File: src/rtl/hac_pkg.sv
// Constants and types shared by the line codec modules.
// Assumes a single 100 MHz system clock; all line pins are sampled by it.
package hac_pkg;

  localparam int unsigned ADDR_W = 8;
  localparam int unsigned DATA_W = 32;

  // Register offsets (byte addresses)
  localparam logic [ADDR_W-1:0] CTRL_OFS = 8'h00;
  localparam logic [ADDR_W-1:0] STAT_OFS = 8'h04;

  // Control register fields
  localparam int unsigned CTRL_W        = 2;
  localparam int unsigned CTRL_CODE_BIT = 0;
  localparam int unsigned CTRL_LOOP_BIT = 1;
  localparam logic [CTRL_W-1:0] CTRL_RST = 2'h1;

  // Status register fields
  localparam int unsigned STAT_ALARM_BIT = 0;
  localparam int unsigned STAT_ERR_BIT   = 1;
  localparam int unsigned STAT_ZCNT_LSB  = 2;
  localparam int unsigned STAT_W         = 4;

  // Alarm window threshold on decoded zeros
  localparam int unsigned ZCNT_W          = 2;
  localparam logic [ZCNT_W-1:0] ALARM_MIN_ZEROS = 2'h3;

  // Pipeline depths: encoder look-ahead and decoder delay in line clocks
  localparam int unsigned ENC_DEPTH = 4;
  localparam int unsigned DEC_DEPTH = 3;

  // Number of pins passed through the synchroniser
  localparam int unsigned PIN_N = 6;

  // Encoded symbol in the encoder look-ahead line
  typedef enum logic [1:0] {
    SYM_SPACE = 2'b00,
    SYM_MARK  = 2'b01,
    SYM_VIOL  = 2'b11
  } hac_sym_t;

  // Alarm window state
  typedef enum logic {
    WIN_CLOSED = 1'b0,
    WIN_OPEN   = 1'b1
  } hac_win_t;

endpackage

File: src/rtl/hac_enc_if.sv
// Link between the codec top and its encoder core.
// Assumes the edge pulses are one system clock long and never coincide.
`timescale 1ns/10ps
interface hac_enc_if;
  logic enc_rise;
  logic enc_fall;
  logic nrz_bit;
  logic hdb3_mode;
  logic pos;
  logic neg;

  modport enc (
    input  enc_rise,
    input  enc_fall,
    input  nrz_bit,
    input  hdb3_mode,
    output pos,
    output neg
  );

  modport top (
    output enc_rise,
    output enc_fall,
    output nrz_bit,
    output hdb3_mode,
    input  pos,
    input  neg
  );
endinterface

File: src/rtl/hac_codec.sv
// Pseudo-ternary line codec top: encoder, decoder, alarm window, registers.
// Assumes encode/decode clocks and line pins are slow against the
// 100 MHz system clock and arrive asynchronously to it.
`timescale 1ns/10ps

// Operation
// - NRZ input bit is captured on the encode clock falling edge.
// - Code select one gives HDB3, zero gives plain AMI, both directions.
// - Window low clears zero count; alarm drops on 3 zeros, sets after two short windows.
// - Window high counts decoded zeros, saturating at three.
// - Error goes high on three successive same-polarity marks in HDB3.
// - Regenerated clock is OR of line inputs, or of encoder outputs in loop.
// - Positive input is positive mark, negative input negative mark; swap is harmless.
// - Line inputs are sampled on the decode clock rising edge.
// - Without loop test encoder and decoder run independently on own clocks.
// - Loop test routes encoder outputs into the matching decoder inputs.
// - Loop-back latency from NRZ in to NRZ out is seven and a half periods.
// - Line outputs are RZ pulses launched on encode rising edge, high phase long.
// - Line outputs lag their NRZ bit by three and a half encode periods.
// - Decoded NRZ lags the line inputs by three decode periods.
// - Marks alternate in polarity; spaces send no pulse except in substitutions.
// - First of four spaces stays space only when pulse parity since violation is odd.
// - Second and third of four spaces are always sent as spaces.
// - Fourth of four spaces becomes a violation pulse breaking alternation.
module hac_codec
  import hac_pkg::*;
(
  input  wire logic              clock,
  input  wire logic              reset,
  input  wire logic              nrz_in,
  input  wire logic              enc_clk,
  input  wire logic              dec_clk,
  input  wire logic              pos_line_in,
  input  wire logic              neg_line_in,
  input  wire logic              alarm_window_strobe,
  input  wire logic [ADDR_W-1:0] reg_addr,
  input  wire logic [DATA_W-1:0] reg_wdata,
  input  wire logic              reg_wr,
  input  wire logic              reg_rd,
  output logic      [DATA_W-1:0] reg_rdata,
  output logic                   nrz_out,
  output logic                   pos_line_out,
  output logic                   neg_line_out,
  output logic                   regen_clk,
  output logic                   error,
  output logic                   all_ones_alarm
);

  // Synchroniser and edge history
  logic [PIN_N-1:0]  pin_in;
  logic [PIN_N-1:0]  sync1_r;
  logic [PIN_N-1:0]  sync2_r;
  logic [PIN_N-1:0]  sync1_nxt;
  logic [PIN_N-1:0]  sync2_nxt;
  logic              enc_d_r;
  logic              enc_d_nxt;
  logic              dec_d_r;
  logic              dec_d_nxt;
  hac_win_t          win_r;
  hac_win_t          win_nxt;
  logic              nrz_s;
  logic              enc_s;
  logic              dec_s;
  logic              pos_s;
  logic              neg_s;
  logic              win_s;
  logic              dec_rise;

  // Register file
  logic [CTRL_W-1:0] ctrl_r;
  logic [CTRL_W-1:0] ctrl_nxt;
  logic [DATA_W-1:0] rdata_r;
  logic [DATA_W-1:0] rdata_nxt;
  logic              hdb3_mode;
  logic              loop_en;

  // Decoder
  logic [DEC_DEPTH-1:0] dly_r;
  logic [DEC_DEPTH-1:0] dly_nxt;
  logic                 nrz_r;
  logic                 nrz_nxt;
  logic                 err_r;
  logic                 err_nxt;
  logic                 lpol_r;
  logic                 lpol_nxt;
  logic                 seen_r;
  logic                 seen_nxt;
  logic [1:0]           same_r;
  logic [1:0]           same_nxt;
  logic                 regen_r;
  logic                 regen_nxt;
  logic                 mark_p;
  logic                 mark_n;
  logic                 mark;
  logic                 viol;
  logic                 lp_r;
  logic                 lp_nxt;
  logic                 ln_r;
  logic                 ln_nxt;

  // Alarm window
  logic [ZCNT_W-1:0]    zcnt_r;
  logic [ZCNT_W-1:0]    zcnt_nxt;
  logic                 alarm_r;
  logic                 alarm_nxt;
  logic                 short_r;
  logic                 short_nxt;

  hac_enc_if enc_bus ();

  // ---------------------------------------------------------------
  // Two-stage synchronisers; only stage two is ever read
  // ---------------------------------------------------------------
  assign pin_in = {nrz_in, enc_clk, dec_clk, pos_line_in, neg_line_in, alarm_window_strobe};

  always_comb begin
    sync1_nxt = pin_in;
    sync2_nxt = sync1_r;
    enc_d_nxt = enc_s;
    dec_d_nxt = dec_s;
    win_nxt   = win_s ? WIN_OPEN : WIN_CLOSED;
  end

  always_ff @(posedge clock or posedge reset) begin
    if (reset) begin
      sync1_r <= '0;
      sync2_r <= '0;
      enc_d_r <= 1'b0;
      dec_d_r <= 1'b0;
      win_r   <= WIN_CLOSED;
    end else begin
      sync1_r <= sync1_nxt;
      sync2_r <= sync2_nxt;
      enc_d_r <= enc_d_nxt;
      dec_d_r <= dec_d_nxt;
      win_r   <= win_nxt;
    end
  end

  assign nrz_s    = sync2_r[5];
  assign enc_s    = sync2_r[4];
  assign dec_s    = sync2_r[3];
  assign pos_s    = sync2_r[2];
  assign neg_s    = sync2_r[1];
  assign win_s    = sync2_r[0];
  assign dec_rise = dec_s && !dec_d_r;

  // ---------------------------------------------------------------
  // Encoder runs on its own clock edges only
  // ---------------------------------------------------------------
  assign enc_bus.enc_rise  = enc_s && !enc_d_r;
  assign enc_bus.enc_fall  = !enc_s && enc_d_r;
  assign enc_bus.nrz_bit   = nrz_s;
  assign enc_bus.hdb3_mode = hdb3_mode;

  hac_enc u_enc (
    .clock (clock),
    .reset (reset),
    .bus   (enc_bus.enc)
  );

  assign pos_line_out = enc_bus.pos;
  assign neg_line_out = enc_bus.neg;

  // ---------------------------------------------------------------
  // Registers: control steers coding and loop, status shows decoder
  // ---------------------------------------------------------------
  assign hdb3_mode = ctrl_r[CTRL_CODE_BIT];
  assign loop_en   = ctrl_r[CTRL_LOOP_BIT];

  always_comb begin
    ctrl_nxt  = ctrl_r;
    rdata_nxt = '0;
    if (reg_wr) begin
      if (reg_addr == CTRL_OFS) begin
        ctrl_nxt = reg_wdata[CTRL_W-1:0];
      end
    end
    if (reg_rd) begin
      if (reg_addr == CTRL_OFS) begin
        rdata_nxt = {{(DATA_W-CTRL_W){1'b0}}, ctrl_r};
      end else if (reg_addr == STAT_OFS) begin
        rdata_nxt = {{(DATA_W-STAT_W){1'b0}}, zcnt_r, err_r, alarm_r};
      end
    end
  end

  always_ff @(posedge clock or posedge reset) begin
    if (reset) begin
      ctrl_r  <= CTRL_RST;
      rdata_r <= '0;
    end else begin
      ctrl_r  <= ctrl_nxt;
      rdata_r <= rdata_nxt;
    end
  end

  assign reg_rdata = rdata_r;

  // ---------------------------------------------------------------
  // Decoder
  // ---------------------------------------------------------------
  assign mark_p = loop_en ? lp_r : pos_s;
  assign mark_n = loop_en ? ln_r : neg_s;
  assign mark   = mark_p || mark_n;
  assign viol   = hdb3_mode && mark && seen_r && (mark_p == lpol_r);

  always_comb begin
    dly_nxt   = dly_r;
    nrz_nxt   = nrz_r;
    err_nxt   = err_r;
    lpol_nxt  = lpol_r;
    seen_nxt  = seen_r;
    same_nxt  = same_r;
    regen_nxt = loop_en ? (enc_bus.pos || enc_bus.neg) : (pos_s || neg_s);
    // Looped pulse is gone before the next decode edge: hold it until taken
    lp_nxt    = enc_bus.pos || (lp_r && !dec_rise);
    ln_nxt    = enc_bus.neg || (ln_r && !dec_rise);
    if (dec_rise) begin
      // Violation cancels itself and the pulse three bits back
      dly_nxt = {dly_r[DEC_DEPTH-2:0], mark && !viol};
      nrz_nxt = viol ? 1'b0 : dly_r[DEC_DEPTH-1];
      if (mark) begin
        seen_nxt = 1'b1;
        lpol_nxt = mark_p;
        if (seen_r && mark_p == lpol_r) begin
          same_nxt = (same_r == 2'h3) ? same_r : same_r + 2'h1;
        end else begin
          same_nxt = 2'h1;
        end
      end
      err_nxt = hdb3_mode && mark && seen_r && mark_p == lpol_r
                && same_r >= 2'h2;
    end
  end

  always_ff @(posedge clock or posedge reset) begin
    if (reset) begin
      dly_r   <= '0;
      nrz_r   <= 1'b0;
      err_r   <= 1'b0;
      lpol_r  <= 1'b0;
      seen_r  <= 1'b0;
      same_r  <= 2'h0;
      regen_r <= 1'b0;
      lp_r    <= 1'b0;
      ln_r    <= 1'b0;
    end else begin
      dly_r   <= dly_nxt;
      nrz_r   <= nrz_nxt;
      err_r   <= err_nxt;
      lpol_r  <= lpol_nxt;
      seen_r  <= seen_nxt;
      same_r  <= same_nxt;
      regen_r <= regen_nxt;
      lp_r    <= lp_nxt;
      ln_r    <= ln_nxt;
    end
  end

  assign nrz_out   = nrz_r;
  assign error     = err_r;
  assign regen_clk = regen_r;

  // ---------------------------------------------------------------
  // All-ones alarm over strobe windows
  // ---------------------------------------------------------------
  always_comb begin
    zcnt_nxt  = zcnt_r;
    alarm_nxt = alarm_r;
    short_nxt = short_r;
    case (win_r)
      WIN_OPEN: begin
        if (!win_s) begin
          // Window just closed: judge it
          zcnt_nxt = '0;
          if (zcnt_r >= ALARM_MIN_ZEROS) begin
            alarm_nxt = 1'b0;
            short_nxt = 1'b0;
          end else begin
            alarm_nxt = short_r ? 1'b1 : alarm_r;
            short_nxt = 1'b1;
          end
        end else if (dec_rise && !nrz_nxt && zcnt_r != ALARM_MIN_ZEROS) begin
          zcnt_nxt = zcnt_r + 2'h1;
        end
      end
      default: begin
        zcnt_nxt = '0;
      end
    endcase
  end

  always_ff @(posedge clock or posedge reset) begin
    if (reset) begin
      zcnt_r  <= '0;
      alarm_r <= 1'b0;
      short_r <= 1'b0;
    end else begin
      zcnt_r  <= zcnt_nxt;
      alarm_r <= alarm_nxt;
      short_r <= short_nxt;
    end
  end

  assign all_ones_alarm = alarm_r;

endmodule

File: src/rtl/hac_enc.sv
// Encoder core: NRZ to AMI or HDB3 return-to-zero pulse pair.
// Assumes edge strobes of the encode clock already synchronised.
`timescale 1ns/10ps
module hac_enc
  import hac_pkg::*;
(
  input  wire logic clock,
  input  wire logic reset,
  hac_enc_if.enc    bus
);

  hac_sym_t [ENC_DEPTH-1:0] line_r;
  hac_sym_t [ENC_DEPTH-1:0] line_nxt;
  logic                     par_r;
  logic                     par_nxt;
  logic                     pol_r;
  logic                     pol_nxt;
  logic                     pos_r;
  logic                     pos_nxt;
  logic                     neg_r;
  logic                     neg_nxt;
  logic                     sub;

  always_comb begin
    line_nxt = line_r;
    par_nxt  = par_r;
    pol_nxt  = pol_r;
    pos_nxt  = pos_r;
    neg_nxt  = neg_r;
    sub      = bus.hdb3_mode && !bus.nrz_bit && line_r[0] == SYM_SPACE
               && line_r[1] == SYM_SPACE && line_r[2] == SYM_SPACE;
    if (bus.enc_fall) begin
      // Capture and look ahead over four bits
      line_nxt[0] = bus.nrz_bit ? SYM_MARK : (sub ? SYM_VIOL : SYM_SPACE);
      line_nxt[1] = line_r[0];
      line_nxt[2] = line_r[1];
      line_nxt[3] = (sub && !par_r) ? SYM_MARK : line_r[2];
      pos_nxt     = 1'b0;
      neg_nxt     = 1'b0;
    end else if (bus.enc_rise) begin
      // Launch oldest symbol for the high phase
      case (line_r[3])
        SYM_MARK: begin
          pol_nxt = ~pol_r;
          par_nxt = ~par_r;
          pos_nxt = ~pol_r;
          neg_nxt = pol_r;
        end
        SYM_VIOL: begin
          par_nxt = 1'b0;
          pos_nxt = pol_r;
          neg_nxt = ~pol_r;
        end
        default: begin
          pos_nxt = 1'b0;
          neg_nxt = 1'b0;
        end
      endcase
    end
  end

  always_ff @(posedge clock or posedge reset) begin
    if (reset) begin
      line_r <= '{default: SYM_SPACE};
      par_r  <= 1'b0;
      pol_r  <= 1'b0;
      pos_r  <= 1'b0;
      neg_r  <= 1'b0;
    end else begin
      line_r <= line_nxt;
      par_r  <= par_nxt;
      pol_r  <= pol_nxt;
      pos_r  <= pos_nxt;
      neg_r  <= neg_nxt;
    end
  end

  assign bus.pos = pos_r;
  assign bus.neg = neg_r;

endmodule

File: config.mk
export PLATFORM = sky130hd
export DESIGN_NAME = hac_codec
export DESIGN_NICKNAME = d
export VERILOG_FILES = /design/src/rtl/hac_pkg.sv /design/src/rtl/hac_enc_if.sv /design/src/rtl/hac_codec.sv /design/src/rtl/hac_enc.sv
export SDC_FILE = /design/constraint.sdc
export NUM_CORES = 1
export LEC_CHECK = 0
export BUFFER_PORTS_ARGS = -buffer_cell sky130_fd_sc_hd__buf_2
export CORE_ASPECT_RATIO = 1.25
export CORE_MARGIN = 5
export CORE_UTILIZATION = 29
export DETAILED_ROUTE_END_ITERATION = 6
export PLACE_DENSITY_LB_ADDON = 0.2
export SKIP_LAST_GASP = 1
export SLEW_MARGIN = 20
export SYNTH_ARGS = -nofsm -noshare
export SYNTH_HDL_FRONTEND = slang
export SYNTH_SLANG_ARGS = --single-unit
File: constraint.sdc
create_clock -name clock -period 3.3 [get_ports clock]
set_input_delay 0 -clock clock [delete_from_list [all_inputs] [get_ports clock]]
set_output_delay 0 -clock clock [all_outputs]
set_load 0.02 [all_outputs]
* Yosys cells after proc, flatten, opt, wreduce, memory -nomap -nowiden
Index checks and enable logic that the tools add are counted.
W data, S select, Z words.
** Word-level totals
- Register bits :: 77
- Input bits :: 50
- Output and inout bits :: 38
- Logic and storage cells :: 115
** Cells by class
- Add/sub/neg operators :: 2
- Order comparisons :: 2
- Equality and inequality tests :: 8
- Muxes and demuxes :: 27
- Bitwise operators :: 4
- Reduce and logical (&&, ||, !) cells :: 45
** Operators by type and width (number)
- $logic_and A1 B1 Y1 :: 18
- $mux W2 :: 8
- $mux W1 :: 13
- $mux W4 :: 3
- $reduce_and A3 Y1 :: 4
- $eq A8 B3 Y1 const B :: 1
- $logic_not A1 Y1 :: 8
- $logic_not A8 Y1 :: 1
- $logic_not A2 Y1 :: 3
- $pmux W1 S2 :: 3
- $reduce_and A2 Y1 :: 3
- $reduce_bool A2 Y1 :: 3
- $logic_or A1 B1 Y1 :: 5
- $add A2 B1 Y2 const B :: 2
- $eq A2 B2 Y1 const B :: 2
- $ge A2 B2 Y1 const B :: 2
- $ne A2 B2 Y1 const B :: 2
- $not A1 Y1 :: 4
- $ne A3 B2 Y1 const B :: 1
- $eq A2 B1 Y1 const B :: 1
- $eq A1 B1 Y1 :: 1

* Depth between registers and ports, before layout
Gate-level depths: netlist of run 1.
- Depth in word-level cells :: 13
- Gate-level depth with buffers :: 5
- Mapped depth without buffers :: 5

* Hierarchy
A second synthesis of run 1 with hierarchy kept.
** Second synthesis, totals
- Cells, all modules :: 179
- Area, all modules :: 2148.3 µm²
** By module, submodules not included
- hac_codec :: times used 1, cells each 133, area an instance 1606.5 µm², seq. area each 927.1 µm²
- hac_enc :: times used 1, cells each 46, area an instance 541.8 µm², seq. area each 300.3 µm²

* Worst setup path before layout of run 1
Ideal clock, no wire load.
- Path type :: flip-flop to flip-flop
- Start point :: reg ctrl_r[1]
- End point :: reg nrz_r (netlist: nrz_out)
- Library setup time :: 0.125 ns
- Data arrival time :: 1.328 ns
- Data required time :: 3.175 ns
- Setup slack :: 1.848 ns
- Stages on the path, launching flop included :: 5
- Path buffers :: 0
- Clock period less this slack :: 1.452 ns
- Path through :: dfrtp_1 mux2i_2 mux2i_1 a21boi_1 mux2_2
** Between the ends
- Longest elaborated chain between the ends :: 7
- Elaborated cells between the ends (all ways) :: 9
- Classes of those cells :: eq/ne: 1; mux: 4; reduce/logical: 4
** RTL lines
- start: declaration :: RTL line hac_codec.sv:70 : logic [CTRL_W-1:0] ctrl_r;
- start signal: assignment :: RTL line hac_codec.sv:193 : ctrl_r <= ctrl_nxt;
- $mux W1, on equally long branches :: RTL line hac_codec.sv:203, hac_codec.sv:204
- $logic_or A1 B1 Y1 :: RTL line hac_codec.sv:205 : assign mark = mark_p || mark_n;
- $logic_and A1 B1 Y1 (2 in series) :: RTL line hac_codec.sv:206 : assign viol = hdb3_mode && mark && seen_r && (mark_p == lpol_r);
- $logic_and A1 B1 Y1 * :: RTL line hac_codec.sv:206
- $mux W1 * :: RTL line hac_codec.sv:222 : nrz_nxt = viol ? 1'b0 : dly_r[DEC_DEPTH-1];
- $mux W1 * :: RTL line hac_codec.sv:219 : if (dec_rise) begin
- net nrz_nxt :: RTL line hac_codec.sv:81 : logic nrz_nxt;
- end signal: assignment :: RTL line hac_codec.sv:250 : nrz_r <= nrz_nxt;
- end: declaration :: RTL line hac_codec.sv:80 : logic nrz_r;
The timed path passes the listed nets; every way through them passes the cells marked *.
A chain may end at the register's enable or synchronous reset.

* Final worst setup path of run 1
- Start point :: reg ctrl_r[1]
- End point :: reg zcnt_r[1]
** Between the ends
- Longest elaborated chain between the ends :: 11
- Elaborated cells between the ends (all ways) :: 13
- Classes of those cells :: eq/ne: 2; mux: 4; reduce/logical: 7
** RTL lines
- $mux W1, on equally long branches :: RTL line hac_codec.sv:203, hac_codec.sv:204
- $logic_or A1 B1 Y1 :: RTL line hac_codec.sv:205
- $logic_and A1 B1 Y1 (2 in series) :: RTL line hac_codec.sv:206
- $logic_and A1 B1 Y1 * :: RTL line hac_codec.sv:206
- $mux W1 * :: RTL line hac_codec.sv:222
- $mux W1 * :: RTL line hac_codec.sv:219
- $logic_not A1 Y1 * :: RTL line hac_codec.sv:284 : end else if (dec_rise && !nrz_nxt && zcnt_r != ALARM_MIN_ZEROS) begin
- $logic_and A1 B1 Y1 * (2 in series) :: RTL line hac_codec.sv:284
- $ne A3 B2 Y1 (no line) *
- end signal: assignment :: RTL line hac_codec.sv:300 : zcnt_r <= zcnt_nxt;
- end: declaration :: RTL line hac_codec.sv:102 : logic [ZCNT_W-1:0] zcnt_r;
Mark *: on every way between the ends. The rest lies on a longest branch, timed or not.

==> results of run 1 <==
## how the worst max path moves through the flow
stage                                      from                     to  slack (ns)  cells after the start
after detailed placement  ctrl_r[1]$_DFFE_PP0P_  zcnt_r[0]$_DFFE_PP0P_        1.53                      4
after global placement    ctrl_r[1]$_DFFE_PP0P_  zcnt_r[0]$_DFFE_PP0P_        1.52                      4
final                     ctrl_r[1]$_DFFE_PP0P_  zcnt_r[1]$_DFFE_PP0P_        1.56                      4
after floorplan           ctrl_r[1]$_DFFE_PP0P_      nrz_out$_DFF_PP0_        1.85                      4
after global routing      ctrl_r[1]$_DFFE_PP0P_  zcnt_r[0]$_DFFE_PP0P_        1.44                      4
after CTS                 ctrl_r[1]$_DFFE_PP0P_  zcnt_r[1]$_DFFE_PP0P_        1.51                      4
## worst min-delay path: stages
cell	delay, ns
buf_2	0.07
nor4_1	0.05
nand3_1	0.10
nor2_1	0.05
## Yosys cell counts, drive strengths merged (2+ instances only)
library cell,n,share of area
nor3,5,0.012
a21oi,6,0.014
o21ai,3,0.0070
buf,30,0.10
a21o,3,0.011
nor2,9,0.016
dfrtp,48,0.56
nand3,6,0.014
inv,8,0.014
and3,3,0.0088
mux2,12,0.063
mux2i,7,0.034
nor4,3,0.0088
ha,6,0.035
nand3b,4,0.014
xnor2,2,0.0082
nand2,4,0.0070
nand2b,2,0.0058
## power breakdown
group	switching, uW	leakage (uW)	internal (uW)	total [uW]
clock network	189	0.0000385	150	339
logic	132	0.000575	110	242
registers	66.6	0.000589	684	751
total	388	0.00120	944	1330
## per-layer routing
| layer | share of wire | GRT usage | vias to the layer above | wire [um] |
|---|---|---|---|---|
| li1 | - | - | 631 | - |
| met1 | 0.42 | 0.102 | 631 | 1490 |
| met2 | 0.49 | 0.133 | 40 | 1750 |
| met3 | 0.078 | 0.0256 | 5 | 280 |
| met4 | 0.015 | 0.0301 | 0 | 55 |
| met5 | 0 | 0 | - | 0 |
## through the flow
| stage | hold WS [ns] | cell area (um^2) |
|---|---|---|
| after CTS | 0.00401 | 2470 |
| after detailed placement | 0.109 | 2290 |
| after floorplan | 0.0314 | 2240 |
| after global placement | 0.108 | 2290 |
| after global routing | 0.00569 | 2470 |
| final | 0.0153 | 2470 |
## cell type report
class / count / share of cell area
Clock buffer: 7 / 0.0309
Clock inverter: 1 / 0.00304
Inverter: 8 / 0.0127
Multi-Input combinational cell: 116 / 0.311
Sequential cell: 49 / 0.496
Tap cell: 92 / 0.0466
Timing Repair Buffer: 39 / 0.0992
## cells in the final DEF (no fill, tap or decap), drive strengths merged, types with 4 or more instances in the layout
master	netlist	routed
inv	8	7
dfrtp	48	48
mux2	12	12
a21oi	6	6
nand2	4	4
dlygate4sd3	0	10
nor2	9	9
clkbuf	0	7
nand3b	4	4
ha	6	6
buf	30	29
mux2i	7	7
conb	1	28
nor3	5	5
nand3	6	6
## registers in the layout, summed over array words and instances (netlist names), 2 cells and up
register / flops
reg_rdata: 4
u_enc.line_r: 8
ctrl_r: 2
sync2_r: 6
dly_r: 3
same_r: 2
zcnt_r: 2
sync1_r: 6
## cell families after synthesis
kind of cell / Yosys count / synth area share
flops: 49 / 0.573
simple gates: 41 / 0.109
buf+inv: 38 / 0.116
compound gates: 19 / 0.0566
mux: 19 / 0.0975
fa+ha+maj: 6 / 0.0350
xor+xnor: 3 / 0.0123
other cells: 1 / 0.00175
==> metrics.yaml, run 1 <==
status: "finished, final reports clean"
skew_ns: 0.00458
p_leak_uw: 0.00120
core_um2: 7310
drv_slew: 0
hp-start: "reg_addr[4]"
rows: 35
ys_warn_count: 0
grt_overflow_total: 0
nets: 275
rsz0062_at_grt: "no"
cts.repair.resized: 0
htree_levels: 2
antenna_found_initial: 0
cpMaxStageDelayCell: "dfrtp_1"
synth-edff-count: 0
num_io_pins: 88
netlist_area_um2: 2140
drive_gt1_frac: 0.241
die_x_um: 86.9
fin_tns_setup_ns: 0
finalHoldViolations: 0
routedWlPerCell_um: 11.5
ir_drop_mv: 0.171
critical_path_required_ns: 3.52
finalCritPeriodShare: 0.526
dpl.cell_count: 294
ff2ff_setup_slack_ns: 1.56
drc_errors: 0
hp-class: "in -> reg"
report.final.setup_viol: 0
critPathMostFrequentCell: "mux2i_1"
clk_latency_ns: 0.29
cp.arrival_ns: 1.96
post-place-ws_ns: 1.53
slew_headroom: 0.452
post-route-util: 0.338
worstRegToRegCells: 4
grt_max_degree: 50
routed_wirelength_um: 3580
clock_sinks: 49
initial_utilization: 0.293
detailedRoute.firstPassIterationCount: 3
via_count: 1307
fmax_ghz: 0.576
drt_iter0_drc: 31
synth_flop_cell: "dfrtp_1"
min_path_cells: 4
synth_seq_cells: 49
cts_root_buf: "clkbuf_8"
worstSetupPathType: "reg -> reg"
synthCells: 176
worstSetupEndpointType: "flip-flop"
path_cells: "mux2i_2, mux2i_1, a31o_2, mux2i_1"
grt_pass1_vias: 1321
p_total_uw: 1330
hold_path_end: "reg_rdata[1]$_DFF_PP0_"
ys_seq_area_frac: 0.573
synthArstFlopShare: 1.00
fin_ws_ns: 1.56
worst-path-buf-inv: 0
avgSynthCellArea_um2: 12.2
r2r_start: "ctrl_r[1]$_DFFE_PP0P_"
stdcell_count: 312
post_cts.repair.setup_buffers: 0
cts_tree: "built"
synth.distinct_cells: 36
startpoint_type: "flip-flop"
cp_slowest_stage_delay_ns: 0.47
viasPerCell: 4.19
ant_nets: 0
diodes: 0
fin_crit_ns: 1.74
worst_pin_slew_ns: 0.821
dp_hpwl_um: 2610
place_congestion: 0.665
cap_violations: 0
regArea_um2: 1230
multi_input_area_um2: 769
clk_pin_slew_ns: 0.09
fp.dieH_um: 106
cp_max_fo: 6
cts_made_buffers: 5
cts-hold-fix-buffers: 10
portBuffers: 29
area_delta_synth_final_pct: 15.4
r2r-end: "zcnt_r[1]$_DFFE_PP0P_"
grtUsageTotal: 0.0821
crit_family: "multiplexers"
clockBufferDepth: 2
dieArea_um2: 9220
num-fill-cells: 743
grt_first_pass_wirelength_um: 6010
cellPowerDensity_nw_per_um2: 539
(Power assumes the default switching activity.)
==> inputs of run 2 (changes only) <==
==> constraint.sdc (replaced) <==
create_clock -name clock -period 1.8 [get_ports clock]
set_input_delay 0 -clock clock [delete_from_list [all_inputs] [get_ports clock]]
set_output_delay 0 -clock clock [all_outputs]
set_load 0.02 [all_outputs]
==> metrics.yaml, run 2 (synthesized netlist as in run 1, its figures left out) <==
fin_tns_setup_ns: 0
rsz0062_at_grt: "no"
htree_levels: 2
cp_max_fo: 10
status: "finished, final reports clean"
diodes: 0
skew_ns: 0.0119
cellPowerDensity_nw_per_um2: 1070
dp_hpwl_um: 2700
critical_path_required_ns: 2.05
crit_start: "dec_d_r$_DFF_PP0_"
regArea_um2: 1230
worstSetupEndpointType: "flip-flop"
report.final.setup_viol: 0
cts_tree: "built"
crit_family: "simple AND/OR/NAND/NOR gates"
clk_pin_slew_ns: 0.09
r2r-end: "same_r[0]$_DFFE_PP0P_"
routedWlPerCell_um: 11.7
ant_nets: 0
top_regs: "u_enc.line_r (8), sync1_r (6), sync2_r (6)"
worstSetupPathType: "reg -> reg"
clk_latency_ns: 0.30
place_congestion: 0.703
hp-start: "reg_addr[4]"
cap_violations: 0
viasPerCell: 4.16
cts_root_buf: "clkbuf_8"
cts_made_buffers: 5
cp_slowest_stage_delay_ns: 0.48
worstRegToRegCells: 4
dieArea_um2: 9220
routed_wirelength_um: 3710
drive_gt1_frac: 0.265
core_um2: 7310
worst-path-buf-inv: 0
drc_errors: 0
p_leak_uw: 0.00127
largest_register_ff_count: 8
r2r_start: "dec_d_r$_DFF_PP0_"
antenna_found_initial: 0
ff2ff_setup_slack_ns: 0.22
path_cells: "nand2b_1, or3_4, a31oi_1, mux2_2"
grt_pass1_vias: 1306
nets: 281
cts-hold-fix-buffers: 11
drt_iter0_drc: 27
fin_crit_ns: 1.58
clockBufferDepth: 2
clock_sinks: 49
final_common_cell: "dfrtp_1"
min_path_cells: 4
startpoint_type: "flip-flop"
cts.repair.resized: 0
portBuffers: 29
finalHoldViolations: 0
initial_utilization: 0.293
drv_slew: 0
detailedRoute.firstPassIterationCount: 2
grt_max_degree: 30
post-route-util: 0.353
rows: 35
die_x_um: 86.9
finalCritPeriodShare: 0.878
layout_common_cells: "dfrtp_1, buf_2, conb_1"
multi_input_area_um2: 769
grtUsageTotal: 0.0825
via_count: 1322
ir_drop_mv: 0.509
fmax_ghz: 0.633
regMostFlops: "u_enc.line_r"
post_cts.repair.setup_buffers: 0
num-fill-cells: 729
num_io_pins: 88
cpMaxStageDelayCell: "or3_4"
cp.arrival_ns: 1.83
area_delta_synth_final_pct: 20.6
hp-class: "in -> reg"
hold_path_end: "reg_rdata[1]$_DFF_PP0_"
grt_overflow_total: 0
grt_first_pass_wirelength_um: 5920
fp.dieH_um: 106
==> run 2: changes by cell type in the layout (fill, tap and decap cells not counted) <==
cell,change
inv_2,+1
inv_6,+1
buf_12,+1
clkinvlp_4,-1
bufinv_16,+2
buf_4,+4
clkinv_2,-1
clkbuf_1,-2
dlygate4sd3_1,+1
==> run 2: cell type report <==
| type | count | share of cell area |
|---|---|---|
| Clock buffer | 5 | 0.0266 |
| Tap cell | 92 | 0.0445 |
| Sequential cell | 49 | 0.475 |
| Timing Repair Buffer | 45 | 0.118 |
| Multi-Input combinational cell | 116 | 0.298 |
| Clock inverter | 3 | 0.0266 |
| Inverter | 8 | 0.0116 |
==> run 2: worst min-delay path, stage by stage <==
cell and delay, ns:
buf_2 0.08, nor4_1 0.05, nand3_1 0.10, nor2_1 0.05
==> run 2: per-stage QoR <==
| stage | power [uW] | cell area [um^2] | setup WS [ns] | hold WS (ns) | instances |
|---|---|---|---|---|---|
| floorplan | 1750 | 2240 | 0.348 | 0.0314 | 203 |
| global placement | 1840 | 2340 | 0.232 | 0.0498 | 299 |
| detailed placement | 1850 | 2340 | 0.228 | 0.0478 | 299 |
| CTS | 2810 | 2580 | 0.198 | 0.000607 | 318 |
| global route | 2920 | 2580 | 0.0905 | 0.0297 | 318 |
| finish | 2770 | 2580 | 0.220 | 0.00874 | 318 |
==> run 2: worst max-delay path by stage <==
stage	to	slack, ns	cells after the start
3_5_place_dp	same_r[1]$_DFFE_PP0P_	0.23	4
5_1_grt	zcnt_r[1]$_DFFE_PP0P_	0.09	4
2_1_floorplan	nrz_out$_DFF_PP0_	0.35	4
6_report	same_r[0]$_DFFE_PP0P_	0.22	4
3_3_place_gp	same_r[0]$_DFFE_PP0P_	0.23	4
4_1_cts	same_r[0]$_DFFE_PP0P_	0.20	4
==> run 2: power breakdown <==
part / internal, uW / switching, uW
Sequential: 1250 / 127
Clock: 559 / 374
Combinational: 213 / 248
==> run 2: metal layers <==
metal,GRT usage,vias up,routed length (um)
met2,0.140,42,1790
met4,0.0334,0,27
met1,0.0934,631,1580
met5,0,-,0
met3,0.0287,5,312
li1,-,644,-
